File: src/logic/tsac_defs.svh
// Constants of the temperature sensor alert and configuration block.
// Assumes inclusion by bare name from every file that needs an offset, a field or a count.
`ifndef TSAC_DEFS_SVH
`define TSAC_DEFS_SVH

// Register offsets on the serial link
`define TSAC_ADDR_TEMP        8'h00
`define TSAC_ADDR_FLAGS       8'h02
`define TSAC_ADDR_CFG         8'h03

// Configuration word fields and reset value
`define TSAC_CFG_RESET        16'h0006
`define TSAC_CFG_SRST_BIT     8
`define TSAC_CFG_AVG_BIT      7
`define TSAC_CFG_COMP_BIT     5
`define TSAC_CFG_ONESHOT_BIT  4
`define TSAC_CFG_MODE_BIT     3
`define TSAC_CFG_PER_MSB      2
`define TSAC_CFG_PER_LSB      0

// Alert flags word fields
`define TSAC_FLAG_HI_ST_BIT   4
`define TSAC_FLAG_LO_ST_BIT   3
`define TSAC_FLAG_HI_BIT      2
`define TSAC_FLAG_LO_BIT      1
`define TSAC_FLAG_RDY_BIT     0

// Temperature word: 14-bit result above two zero bits
`define TSAC_TEMP_LSB         2

// Command word fields of a link frame
`define TSAC_CMD_INC_BIT      9
`define TSAC_CMD_READ_BIT     8

// Arithmetic scaling: hysteresis LSB is sixteen result LSBs, eight samples averaged
`define TSAC_HYST_SHIFT       4
`define TSAC_AVG_SHIFT        3
`define TSAC_AVG_LAST         3'h7

// Timing
`define TSAC_CLK_HZ           125000000
`define TSAC_UNIT_TIME_US     250
`define TSAC_SOFT_RST_TIME_US 500
`define TSAC_PER0_US          6000
`define TSAC_PER1_US          31250
`define TSAC_PER2_US          62500
`define TSAC_PER3_US          125000
`define TSAC_PER4_US          250000
`define TSAC_PER5_US          500000
`define TSAC_PER6_US          1000000
`define TSAC_PER7_US          2000000

`endif

File: src/logic/tsac_pkg.sv
// Types shared by the temperature sensor alert and configuration block.
// Assumes nothing of its surroundings; holds no constants, those live in the defs header.
package tsac_pkg;

   // Conversion sequencer states
   typedef enum logic [1:0] {
      SEQ_SHUT,
      SEQ_MEAS,
      SEQ_WAIT
   } tsac_seq_e;

   // Stored configuration fields
   typedef struct packed {
      logic       averaging_enable;
      logic       comp_mode;
      logic       shutdown;
      logic [2:0] period_sel;
   } tsac_cfg_s;

   // Thresholds in result LSBs, hysteresis in half-degree steps
   typedef struct packed {
      logic signed [13:0] high;
      logic signed [13:0] low;
      logic        [7:0]  high_hyst;
      logic        [7:0]  low_hyst;
   } tsac_limits_s;

   // Which events may drive the alert pin
   typedef struct packed {
      logic high;
      logic low;
      logic ready;
   } tsac_alert_en_s;

endpackage : tsac_pkg

File: src/logic/tsac_core.sv
// Alert flags, configuration and conversion sequencing of a digital temperature sensor,
// with the 3-wire serial link front end that reads and writes its registers.
// Assumes a converter on core_clk_i answering each conv_start_o with one conv_done_i,
// and limits and alert enables held elsewhere on the same clock.
//
// Functional notes
// - High flag sets crossing above or below hysteresis
// - High flag re-arms only below threshold minus hysteresis
// - Low flag sets crossing below or above hysteresis
// - Low flag re-arms only above threshold plus hysteresis
// - Ready flag set per result, cleared by temperature reads and single flag reads
// - Soft reset bit starts 0.5 ms reset, reads zero
// - Averaging bit makes every result eight-sample mean
// - Bit 5 selects interrupt or comparator alert
// - One-shot bit converts once then shuts down
// - Mode bit selects continuous or shutdown
// - Period select maps codes to eight intervals
// - Configuration resets to 0006h
// - Limit flags clear only on single non-incrementing read
// - Alert driven by enabled flags or live states
// - Result is 14-bit in bits 15:2
`timescale 1ns/1ps
`include "tsac_defs.svh"
module tsac_core #(
   parameter int unsigned UNIT_CYCLES = (`TSAC_CLK_HZ / 1000000) * `TSAC_UNIT_TIME_US
) (
   input  wire logic                   core_clk_i,
   input  wire logic                   srst_i,
   input  wire logic                   spi_clk_i,
   input  wire logic                   spi_cs_n_i,
   input  wire logic                   spi_sio_i,
   output logic                        spi_sio_o,
   output logic                        spi_sio_oe_o,
   output logic                        conv_start_o,
   input  wire logic                   conv_done_i,
   input  wire logic [13:0]            conv_data_i,
   input  wire tsac_pkg::tsac_limits_s limits_i,
   input  wire tsac_pkg::tsac_alert_en_s alert_en_i,
   output logic                        alert_o,
   output logic                        soft_rst_busy_o
);

   localparam int unsigned SOFT_UNITS =
      (`TSAC_SOFT_RST_TIME_US + `TSAC_UNIT_TIME_US - 1) / `TSAC_UNIT_TIME_US;

   // Configuration word to stored fields; reserved and self-clearing bits fall away
   function automatic tsac_pkg::tsac_cfg_s cfg_from_word(input logic [15:0] w);
      tsac_pkg::tsac_cfg_s c;
      c.averaging_enable = w[`TSAC_CFG_AVG_BIT];
      c.comp_mode        = w[`TSAC_CFG_COMP_BIT];
      c.shutdown         = w[`TSAC_CFG_MODE_BIT];
      c.period_sel       = w[`TSAC_CFG_PER_MSB:`TSAC_CFG_PER_LSB];
      return c;
   endfunction : cfg_from_word

   // Conversion period in prescaler units
   function automatic logic [12:0] period_units(input logic [2:0] sel);
      int unsigned us;
      us = 0;
      unique case (sel)
         3'h0: us = `TSAC_PER0_US;
         3'h1: us = `TSAC_PER1_US;
         3'h2: us = `TSAC_PER2_US;
         3'h3: us = `TSAC_PER3_US;
         3'h4: us = `TSAC_PER4_US;
         3'h5: us = `TSAC_PER5_US;
         3'h6: us = `TSAC_PER6_US;
         3'h7: us = `TSAC_PER7_US;
      endcase
      return 13'(us / `TSAC_UNIT_TIME_US);
   endfunction : period_units

   logic [2:0]          pins_sync;
   logic                sclk_q;
   logic                sclk_rise;
   logic                sclk_fall;
   logic                cs_act;
   logic [3:0]          bit_cnt;
   logic                in_data;
   logic                rd_frame;
   logic                inc_frame;
   logic [7:0]          frame_addr;
   logic [15:0]         rx_shift;
   logic [15:0]         tx_shift;
   logic [15:0]         rx_next;
   logic [7:0]          next_addr;
   logic                word_done;
   logic                rd_load;
   logic                rd_inc;
   logic                wr_cfg;
   logic [15:0]         rd_word;
   logic                clr_flags;
   logic                clr_ready;
   logic                int_rst;
   logic [19:0]         pre_cnt;
   logic                unit_tick;
   logic [3:0]          soft_left;
   logic                soft_start;
   logic                os_trig;
   tsac_pkg::tsac_cfg_s cfg;
   tsac_pkg::tsac_seq_e seq;
   logic [12:0]         unit_cnt;
   logic                period_up;
   logic                meas_start;
   logic                oneshot_pend;
   logic [2:0]          samp_cnt;
   logic [16:0]         acc;
   logic [16:0]         sum_next;
   logic [13:0]         res_val;
   logic                res_done;
   logic [13:0]         temp_val;
   logic                hi_flag;
   logic                lo_flag;
   logic                rdy_flag;
   logic                hi_state;
   logic                lo_state;
   logic                next_hi_state;
   logic                next_lo_state;
   logic signed [16:0]  r_s;
   logic signed [16:0]  hi_s;
   logic signed [16:0]  lo_s;
   logic signed [16:0]  hi_rel_s;
   logic signed [16:0]  lo_rel_s;
   logic                lim_valid;

   // Link pins: clock, chip select (idle high) and data in
   tsac_sync2 #(.WIDTH(3), .RST_VAL(3'h2)) u_sync (
      .core_clk_i(core_clk_i),
      .srst_i    (srst_i),
      .async_i   ({spi_clk_i, spi_cs_n_i, spi_sio_i}),
      .sync_o    (pins_sync)
   );

   // Edge finder on the synchronised link clock
   always_ff @(posedge core_clk_i) begin
      if (srst_i) sclk_q <= 1'b0;
      else        sclk_q <= pins_sync[2];
   end
   assign sclk_rise = pins_sync[2] & ~sclk_q;
   assign sclk_fall = ~pins_sync[2] & sclk_q;
   assign cs_act    = ~pins_sync[1];

   // Frame decode: word address, read load and single-read detection
   always_comb begin
      rx_next   = {rx_shift[14:0], pins_sync[0]};
      word_done = cs_act & sclk_rise & (bit_cnt == 4'hF);
      if (!in_data)       next_addr = rx_next[7:0];
      else if (inc_frame) next_addr = frame_addr + 8'h01;
      else                next_addr = frame_addr;
      rd_inc    = in_data ? inc_frame : rx_next[`TSAC_CMD_INC_BIT];
      rd_load   = word_done & (in_data ? rd_frame : rx_next[`TSAC_CMD_READ_BIT]);
      wr_cfg    = word_done & in_data & ~rd_frame & (frame_addr == `TSAC_ADDR_CFG) & ~int_rst;
      clr_flags = rd_load & (next_addr == `TSAC_ADDR_FLAGS) & ~rd_inc;
      clr_ready = clr_flags | (rd_load & (next_addr == `TSAC_ADDR_TEMP));
   end

   // Read multiplexer; self-clearing and reserved bits stay zero
   always_comb begin
      rd_word = 16'h0000;
      unique case (next_addr)
         `TSAC_ADDR_TEMP: rd_word[15:`TSAC_TEMP_LSB] = temp_val;
         `TSAC_ADDR_FLAGS: begin
            rd_word[`TSAC_FLAG_HI_ST_BIT] = hi_state;
            rd_word[`TSAC_FLAG_LO_ST_BIT] = lo_state;
            rd_word[`TSAC_FLAG_HI_BIT]    = hi_flag;
            rd_word[`TSAC_FLAG_LO_BIT]    = lo_flag;
            rd_word[`TSAC_FLAG_RDY_BIT]   = rdy_flag;
         end
         `TSAC_ADDR_CFG: begin
            rd_word[`TSAC_CFG_AVG_BIT]                     = cfg.averaging_enable;
            rd_word[`TSAC_CFG_COMP_BIT]                    = cfg.comp_mode;
            rd_word[`TSAC_CFG_MODE_BIT]                    = cfg.shutdown;
            rd_word[`TSAC_CFG_PER_MSB:`TSAC_CFG_PER_LSB]   = cfg.period_sel;
         end
         default: rd_word = 16'h0000;
      endcase
   end

   // Link shift state; chip select high aborts and restarts the frame
   always_ff @(posedge core_clk_i) begin
      if (srst_i || !cs_act) begin
         bit_cnt <= 4'h0;
         in_data <= 1'b0;
      end else if (sclk_rise) begin
         rx_shift <= rx_next;
         bit_cnt  <= bit_cnt + 4'h1;
         if (word_done) begin
            in_data    <= 1'b1;
            frame_addr <= next_addr;
            if (!in_data) begin
               rd_frame  <= rx_next[`TSAC_CMD_READ_BIT];
               inc_frame <= rx_next[`TSAC_CMD_INC_BIT];
            end
         end
      end
   end

   // Read data leaves on falling link clock edges, MSB first
   always_ff @(posedge core_clk_i) begin
      if (srst_i) begin
         tx_shift     <= 16'h0000;
         spi_sio_o    <= 1'b0;
         spi_sio_oe_o <= 1'b0;
      end else begin
         spi_sio_oe_o <= cs_act & in_data & rd_frame;
         if (rd_load) begin
            tx_shift <= rd_word;
         end else if (sclk_fall && cs_act && in_data && rd_frame) begin
            spi_sio_o <= tx_shift[15];
            tx_shift  <= {tx_shift[14:0], 1'b0};
         end
      end
   end

   // Quarter-millisecond prescaler, realigned on soft reset and measurement start
   always_ff @(posedge core_clk_i) begin
      if (srst_i || soft_start || meas_start) pre_cnt <= 20'h00000;
      else if (unit_tick)                     pre_cnt <= 20'h00000;
      else                                    pre_cnt <= pre_cnt + 20'h00001;
   end
   assign unit_tick = (pre_cnt == 20'(UNIT_CYCLES - 1));

   // Soft reset: held for whole units after the write; the link itself stays alive
   assign soft_start = wr_cfg & rx_next[`TSAC_CFG_SRST_BIT];
   always_ff @(posedge core_clk_i) begin
      if (srst_i)                             soft_left <= 4'h0;
      else if (soft_start)                    soft_left <= 4'(SOFT_UNITS);
      else if (unit_tick && soft_left != 4'h0) soft_left <= soft_left - 4'h1;
   end
   assign soft_rst_busy_o = (soft_left != 4'h0);
   assign int_rst         = srst_i | soft_rst_busy_o;
   assign os_trig         = wr_cfg & ~soft_start & rx_next[`TSAC_CFG_ONESHOT_BIT];

   // Configuration register; a finished one-shot forces shutdown
   always_ff @(posedge core_clk_i) begin
      if (int_rst) begin
         cfg <= cfg_from_word(`TSAC_CFG_RESET);
      end else if (wr_cfg && !soft_start) begin
         cfg <= cfg_from_word(rx_next);
      end else if (res_done && oneshot_pend) begin
         cfg.shutdown <= 1'b1;
      end
   end

   // Sequencer decisions; a start also realigns the prescaler, so none may fire during soft reset
   assign period_up  = (unit_cnt >= period_units(cfg.period_sel));
   assign meas_start = !int_rst && (((seq == tsac_pkg::SEQ_SHUT) && (os_trig || !cfg.shutdown)) ||
                       ((seq == tsac_pkg::SEQ_WAIT) && (os_trig || (!cfg.shutdown && period_up))));

   // Averaging datapath: a truncating shift keeps the mean in the result format
   always_comb begin
      sum_next = acc + {{3{conv_data_i[13]}}, conv_data_i};
      res_val  = cfg.averaging_enable ? sum_next[16:`TSAC_AVG_SHIFT] : conv_data_i;
      res_done = (seq == tsac_pkg::SEQ_MEAS) && conv_done_i &&
                 (!cfg.averaging_enable || (samp_cnt == `TSAC_AVG_LAST));
   end

   // Conversion sequencer: shutdown, measuring, waiting out the period
   always_ff @(posedge core_clk_i) begin
      if (int_rst) begin
         seq          <= tsac_pkg::SEQ_SHUT;
         conv_start_o <= 1'b0;
         oneshot_pend <= 1'b0;
         samp_cnt     <= 3'h0;
         acc          <= 17'h00000;
         unit_cnt     <= 13'h0000;
      end else begin
         conv_start_o <= meas_start || ((seq == tsac_pkg::SEQ_MEAS) && conv_done_i && !res_done);
         if (os_trig) oneshot_pend <= 1'b1;
         if (meas_start) begin
            unit_cnt <= 13'h0000;
            samp_cnt <= 3'h0;
            acc      <= 17'h00000;
         end else if (unit_tick && unit_cnt != 13'h1FFF) begin
            unit_cnt <= unit_cnt + 13'h0001;
         end
         unique case (seq)
            tsac_pkg::SEQ_SHUT: if (meas_start) seq <= tsac_pkg::SEQ_MEAS;
            tsac_pkg::SEQ_MEAS: begin
               if (conv_done_i) begin
                  samp_cnt <= samp_cnt + 3'h1;
                  acc      <= sum_next;
               end
               if (res_done) begin
                  oneshot_pend <= os_trig;
                  seq <= (oneshot_pend || cfg.shutdown) ? tsac_pkg::SEQ_SHUT : tsac_pkg::SEQ_WAIT;
               end
            end
            tsac_pkg::SEQ_WAIT: begin
               if (meas_start)        seq <= tsac_pkg::SEQ_MEAS;
               else if (cfg.shutdown) seq <= tsac_pkg::SEQ_SHUT;
            end
         endcase
      end
   end

   // Threshold arithmetic, widened so hysteresis cannot wrap
   always_comb begin
      r_s       = {{3{res_val[13]}}, res_val};
      hi_s      = {{3{limits_i.high[13]}}, limits_i.high};
      lo_s      = {{3{limits_i.low[13]}}, limits_i.low};
      hi_rel_s  = hi_s - $signed({5'h00, limits_i.high_hyst, 4'h0});
      lo_rel_s  = lo_s + $signed({5'h00, limits_i.low_hyst, 4'h0});
      lim_valid = (hi_s > lo_s);
      next_hi_state = hi_state;
      next_lo_state = lo_state;
      if (!hi_state && (r_s > hi_s))    next_hi_state = 1'b1;
      if (hi_state && (r_s < hi_rel_s)) next_hi_state = 1'b0;
      if (!lo_state && (r_s < lo_s))    next_lo_state = 1'b1;
      if (lo_state && (r_s > lo_rel_s)) next_lo_state = 1'b0;
   end

   // Result and limit states move only when a result completes
   always_ff @(posedge core_clk_i) begin
      if (int_rst) begin
         temp_val <= 14'h0000;
         hi_state <= 1'b0;
         lo_state <= 1'b0;
      end else if (res_done) begin
         temp_val <= res_val;
         hi_state <= lim_valid & next_hi_state;
         lo_state <= lim_valid & next_lo_state;
      end
   end

   // Sticky flags: each state transition with valid limits sets its flag; set wins over a read clear
   always_ff @(posedge core_clk_i) begin
      if (int_rst) begin
         hi_flag  <= 1'b0;
         lo_flag  <= 1'b0;
         rdy_flag <= 1'b0;
      end else begin
         if (res_done && lim_valid && (next_hi_state != hi_state)) hi_flag <= 1'b1;
         else if (clr_flags)                                       hi_flag <= 1'b0;
         if (res_done && lim_valid && (next_lo_state != lo_state)) lo_flag <= 1'b1;
         else if (clr_flags)                                       lo_flag <= 1'b0;
         if (res_done)       rdy_flag <= 1'b1;
         else if (clr_ready) rdy_flag <= 1'b0;
      end
   end

   // Alert pin level: latched flags in interrupt mode, live limit states and the latched ready flag in comparator mode
   always_ff @(posedge core_clk_i) begin
      if (int_rst) begin
         alert_o <= 1'b0;
      end else if (cfg.comp_mode) begin
         alert_o <= (hi_state & alert_en_i.high) | (lo_state & alert_en_i.low) |
                    (rdy_flag & alert_en_i.ready);
      end else begin
         alert_o <= (hi_flag & alert_en_i.high) | (lo_flag & alert_en_i.low) |
                    (rdy_flag & alert_en_i.ready);
      end
   end

endmodule : tsac_core

File: src/logic/tsac_sync2.sv
// Two-flop synchroniser for pins that arrive from outside the core clock.
// Assumes each bit is an independent level; the reset value matches the idle pin level.
`timescale 1ns/1ps
module tsac_sync2 #(
   parameter int unsigned     WIDTH   = 1,
   parameter logic [WIDTH-1:0] RST_VAL = '0
) (
   input  wire logic             core_clk_i,
   input  wire logic             srst_i,
   input  wire logic [WIDTH-1:0] async_i,
   output logic      [WIDTH-1:0] sync_o
);

   logic [WIDTH-1:0] meta;

   // First stage is read only by the second stage
   always_ff @(posedge core_clk_i) begin
      if (srst_i) begin
         meta   <= RST_VAL;
         sync_o <= RST_VAL;
      end else begin
         meta   <= async_i;
         sync_o <= meta;
      end
   end

endmodule : tsac_sync2

File: config.mk
export PLATFORM = sky130hd
export DESIGN_NAME = tsac_core
export DESIGN_NICKNAME = d
export VERILOG_FILES = /design/src/logic/tsac_pkg.sv /design/src/logic/tsac_core.sv /design/src/logic/tsac_sync2.sv
export VERILOG_INCLUDE_DIRS = /design/src /design/src/logic
export SDC_FILE = /design/constraint.sdc
export NUM_CORES = 1
export LEC_CHECK = 0
export ABC_CLOCK_PERIOD_IN_PS = 31500
export BUFFER_PORTS_ARGS = -buffer_cell sky130_fd_sc_hd__buf_4
export CAP_MARGIN = 20
export CORE_UTILIZATION = 35
export DETAILED_ROUTE_END_ITERATION = 6
export PLACE_DENSITY = 0.58
export SKIP_LAST_GASP = 1
export SLEW_MARGIN = 0
export SYNTH_ARGS = -nofsm -noshare
export SYNTH_HDL_FRONTEND = slang
export SYNTH_SLANG_ARGS = --single-unit
export TNS_END_PERCENT = 20
File: constraint.sdc
create_clock -name core_clk_i -period 31.5 [get_ports core_clk_i]
set_input_delay 3.15 -clock core_clk_i [delete_from_list [all_inputs] [get_ports core_clk_i]]
set_output_delay 3.15 -clock core_clk_i [all_outputs]
set_load 0.01 [all_outputs]
Word level (Yosys, flattened, before mapping)
Memories as Yosys holds them, arrays and structs flattened. A register that Yosys moved wholly into a read port is not among the register bits.
Index checks and enable logic that the tools add are counted.
{"block": "word_totals", "regBits": 136, "rom_bits": 160, "wordCells": 201, "mem_count": 1}
{"block": "classes", "add_sub_neg": 9, "n_div": 1, "order_cmp": 6, "eq_ne": 14, "mux": 45, "bitwise": 39, "reduce_logical": 54}
{"memory": "(name not given)", "words": 8, "word_bits": 20, "read_ports": 1, "rd_clocked_by_memory_dff": 1, "wr": 0, "line": "tsac_core.sv:60", "rtl": "unique case (sel)"}
{"operator": "$mux W17", "n": 3}
{"operator": "$div A32 B8 Y32 const B", "n": 1}
{"operator": "$mux W16", "n": 2}
{"operator": "$gt A14 B14 Y1", "n": 2}
{"operator": "$and A1 B1 Y1", "n": 24}
{"operator": "$eq A8 B2 Y1 const B", "n": 3}
{"operator": "$mux W8", "n": 3}
{"operator": "$logic_and A1 B1 Y1", "n": 21}
{"operator": "$add A20 B1 Y20 const B", "n": 1}
{"operator": "$eq A20 B15 Y1 const B", "n": 1}
{"operator": "$mux W1", "n": 18}
{"operator": "$add A17 B17 Y17", "n": 1}
{"operator": "$add A14 B13 Y15", "n": 1}
{"operator": "$gt A14 B15 Y1", "n": 1}
{"operator": "$lt A14 B15 Y1", "n": 1}
{"operator": "$mux W3", "n": 5}
{"operator": "$sub A14 B13 Y15", "n": 1}
{"operator": "$lt A14 B14 Y1", "n": 1}
{"operator": "$mux W14", "n": 1}
{"operator": "$mux W2", "n": 7}
{"operator": "$add A13 B1 Y13 const B", "n": 1}
{"operator": "$ge A13 B13 Y1", "n": 1}
{"operator": "$ne A13 B13 Y1 const B", "n": 1}
{"operator": "$pmux W2 S3", "n": 2}
{"operator": "24 further kinds", "n": 65}

Longest topological paths before layout
{"block": "depth", "depth_word": 19, "mapped_depth": 63, "ltp_nobuf": 59}

Cells and area by module
Synthesis repeated with hierarchy kept, for this count alone.
{"block": "hier_totals", "cells_unflattened": 1670, "area_unflattened_um2": 13125.1}
{"module": "tsac_core", "instances": 1, "cells_per_inst": 1658, "area_each_um2": 12967.4, "seq_area_each_um2": 3193.1}
{"module": "tsac_sync2", "instances": 1, "cells_per_inst": 12, "area_each_um2": 157.7, "seq_area_each_um2": 120.1}

Worst setup path after synthesis
Ideal clock, no wire load.
{"block": "synth_timing", "path_kind": "register to register", "startpoint": "reg (tool-made name)", "endpoint": "reg samp_cnt[2]", "setup_ns": 0.071, "arrival_time_ns": 10.795, "t_required_ns": 31.429, "setup_slack_ns": 20.634, "stages_incl_launch_ff": 57, "path_buffers": 4, "period_less_slack_ns": 10.866, "path_cell_list": "dfxtp_1 buf_2 and4_4 a2111oi_2 or4_4 a211o_1 o311ai_2 nand2_1 a21oi_2 mux2_4 a31o_2 mux2i_4 a31o_4 inv_6 mux2i_4 and3_1 nand2_2 xor2_1 (+21 left out) o21a_1 o21ai_0 nand2b_1 a21oi_1 nor2b_1 o21ai_0 nand2b_1 a21oi_1 nor2b_1 o21ai_0 a21boi_0 o21ai_0 a21oi_1 o22ai_1 clkbuf_1 buf_1 nand3_1 a21oi_1"}
{"element": "end signal, assigned", "line": "tsac_core.sv:281", "rtl": "samp_cnt <= samp_cnt + 3'h1;"}
{"element": "end, declared", "line": "tsac_core.sv:106", "rtl": "logic [2:0] samp_cnt;"}

==> results.ini <==
[power]
power.leakage_uw=0.005819
p_seq_share_pct=40.8
clkPwrFrac_pct=38.6
p_comb_share_pct=20.5
swShare_pct=31.79
power.switching_uw=167.4
internal_power_uw=359.1
powerDensity_nw_per_um2=35.96
peakVddDrop_mv=0.02957

[synthesis]
netlist_instances=1663
synth.top_cells.by_area=dfxtp_1, ha_1, a21oi_1
ys_seq_area_share_pct=25.21
yosysWarnings=0
synth_edf_count=19
syn_avg_cell_area_um2=7.902
async_reset_ff_share_pct=0
synth_mux_area_share_pct=3.580
synthFlopType=dfxtp_1
synth_fa_ha_area_share_pct=12.96
syn_area_um2=13140
yosysTopAreaCellShare_pct=20.87
synth_compound_area_share_pct=24.75
synth_top_family_by_area=compound AO/OA/AOI/OAI gates
synthDistinctLibCells=116
synth_xor_area_share_pct=6.427
yosysTopAreaCell=dfxtp_1
synthSimpleGateAreaFrac_pct=22.04
syn_nets=1861
synth_seq_cells=156

[critical_path]
ff2ff_path_depth=54
critPathLaunchType=flop
r2r_end=pre_cnt[1]$_SDFF_PP0_
worstPathMaxFanout=21
rrSetupSlack_ps=18000
end_kind=flop
max_stage_delay_ps=800
crit_slowest_cell=nor4_2
worst_ep_required_time_ps=31860
cp_common_cell=a21oi_1
critPathKind=reg -> reg
arrival_ps=13860

[finish]
layout-drive-gt1-share_pct=11.47
final_common_cell=nor2_1
layoutNonFillerInstCount=2177
n_fill_cell=3762
diodes=0
final_cell_mix=nor2_1, a21oi_1, nand2_1
final_net_count=1894
fin_area_um2=14640
area_delta_synth_final_pct=11.42

[worst_hold_path]
holdPathStages=1
hp-class=reg -> reg
min_to=u_sync.sync_o[1]$_SDFF_PP1_
holdCritStartpoint=u_sync.meta[1]$_SDFF_PP1_

[global_route]
grt_pass1_wl_mm=53.88
grt_pass1_vias=11180
gr-total-overflow=0
antenna_found_initial=0
grt_max_degree=53
grt_use_total_pct=16.83

[routing]
avgRoutedWirePerCell_um=14.72
drt_wl_total_mm=32.05
ant_nets=0
vias=11780
dr.first_iter.drc_count=618
drt-pass1-iter-count=6
via_per_inst=5.412
drc=0

[sta]
drv_slew=0
finalCritPeriodShare_pct=42.86
fmax_mhz=74.07
tightest_slew_ps=1016
finClkSkew_ps=12.91
fin_crit_ps=13500
setup-tns-final_ps=0
hold_violations=0
maxSlewHeadroom_pct=31.93
setup_violations=0
rsz0062_at_grt=no

[placed_design]
numPlacedInstances=2145
portBuffers=71
dp_hpwl_mm=24.94
dpl_cell_area_um2=14050
place_congestion=0.8886

[floorplanning]
die_area_um2=38330
core-area_um2=36790
die_w_um=195.8
start_util_pct=35.72
core.rowCount=70
die_h_um=195.8
io_pins=72

[clock_network]
worstSkewPairLatency_ps=430
cts.repair.resized=0
cts_tree=built
worst_setup_hold_path_clk_slew_ps=70
cts_inserted_buffers=17
htreeDepth=4
ctsRootBufferMaster=clkbuf_16
clock_path_buffers=2
cts.sinks=156
cts_setup_buffers=0
cts_hold_buf=0

[run]
drv_cap=0

[run_status]
status=completed

-- power groups by stage --
stage	logic, µW	clock network (µW)	registers, µW
after CTS	109	209	215
after floorplan	76.8	0	218
final	108	203	215
after global routing	124	217	216
after global placement	107	0	219
after detailed placement	109	0	219
-- critical path: cells and delay by family, from the launching register on --
kind / cells / cell delay [ps]
DFF: 1 / 630
and+or+nand+nor: 19 / 4780
muxes: 1 / 410
xor gates and xnor gates: 1 / 180
AOI/OAI and AO/OA: 30 / 6890
adders and majority gates: 1 / 180
buffers and inverters: 2 / 350
-- synth_stat cells, types with 12 or more instances --
master / instances
nand3_1: 54
a22oi_1: 18
a211oi_1: 24
edfxtp_1: 19
o211ai_1: 15
and2_1: 19
mux2_2: 14
ha_1: 128
o21ai_0: 73
dfxtp_1: 137
nor2b_1: 31
xor2_1: 37
mux2i_1: 23
nand4_1: 31
inv_1: 98
nor2_1: 193
o2111ai_1: 12
a21oi_1: 164
nor3_1: 18
nand2_1: 145
clkbuf_1: 39
o21a_1: 15
a21o_1: 20
and3_1: 19
xnor2_1: 47
buf_2: 13
a31oi_1: 14
nand2b_1: 24
-- logic make-up after synthesis --
family | Yosys count
AOI/OAI and AO/OA | 476
and+or+nand+nor | 598
xor gates and xnor gates | 90
DFF | 156
muxes | 42
buffers and inverters | 166
adders and majority gates | 135
-- layer usage --
layer	track usage [%]	routed length (µm)	up-vias
li1	-	-	6087
met1	22.06	15550	5501
met2	29.39	15340	170
met3	1.891	789	25
met4	4.022	376	0
met5	0	0	-
-- worst max path at each step --
stage          startpoint                     end  depth (start not counted)
2_1_floorplan        flop  samp_cnt[2]$_SDFF_PP0_                         56
3_3_place_gp         flop   pre_cnt[5]$_SDFF_PP0_                         54
3_5_place_dp         flop  pre_cnt[11]$_SDFF_PP0_                         54
4_1_cts              flop   pre_cnt[1]$_SDFF_PP0_                         54
5_1_grt              flop   pre_cnt[1]$_SDFF_PP0_                         54
6_report             flop   pre_cnt[1]$_SDFF_PP0_                         54
-- area by class of cell --
cell class	count	area (µm²)	area share, %
multi-input cells	1341	9173	62.65
flip-flops and latches	156	3313	22.63
well taps	468	585.6	3.999
repair buffers	77	578.1	3.948
clock buffers	17	425.4	2.905
inverters	103	396.6	2.709
clock inverters	15	170.2	1.162
-- metrics by stage --
stage,hold WS [ps],power [µW],setup slack [ps],utilization (%)
floorplan,389.5,294.8,20630,-
global placement,395.8,326.0,18520,38.18
detailed placement,392.8,328.1,18100,38.18
CTS,409.3,532.8,18100,39.80
global route,418.5,556.6,16550,39.80
finish,409.4,526.5,18000,39.80
(Power assumes the default switching activity.)
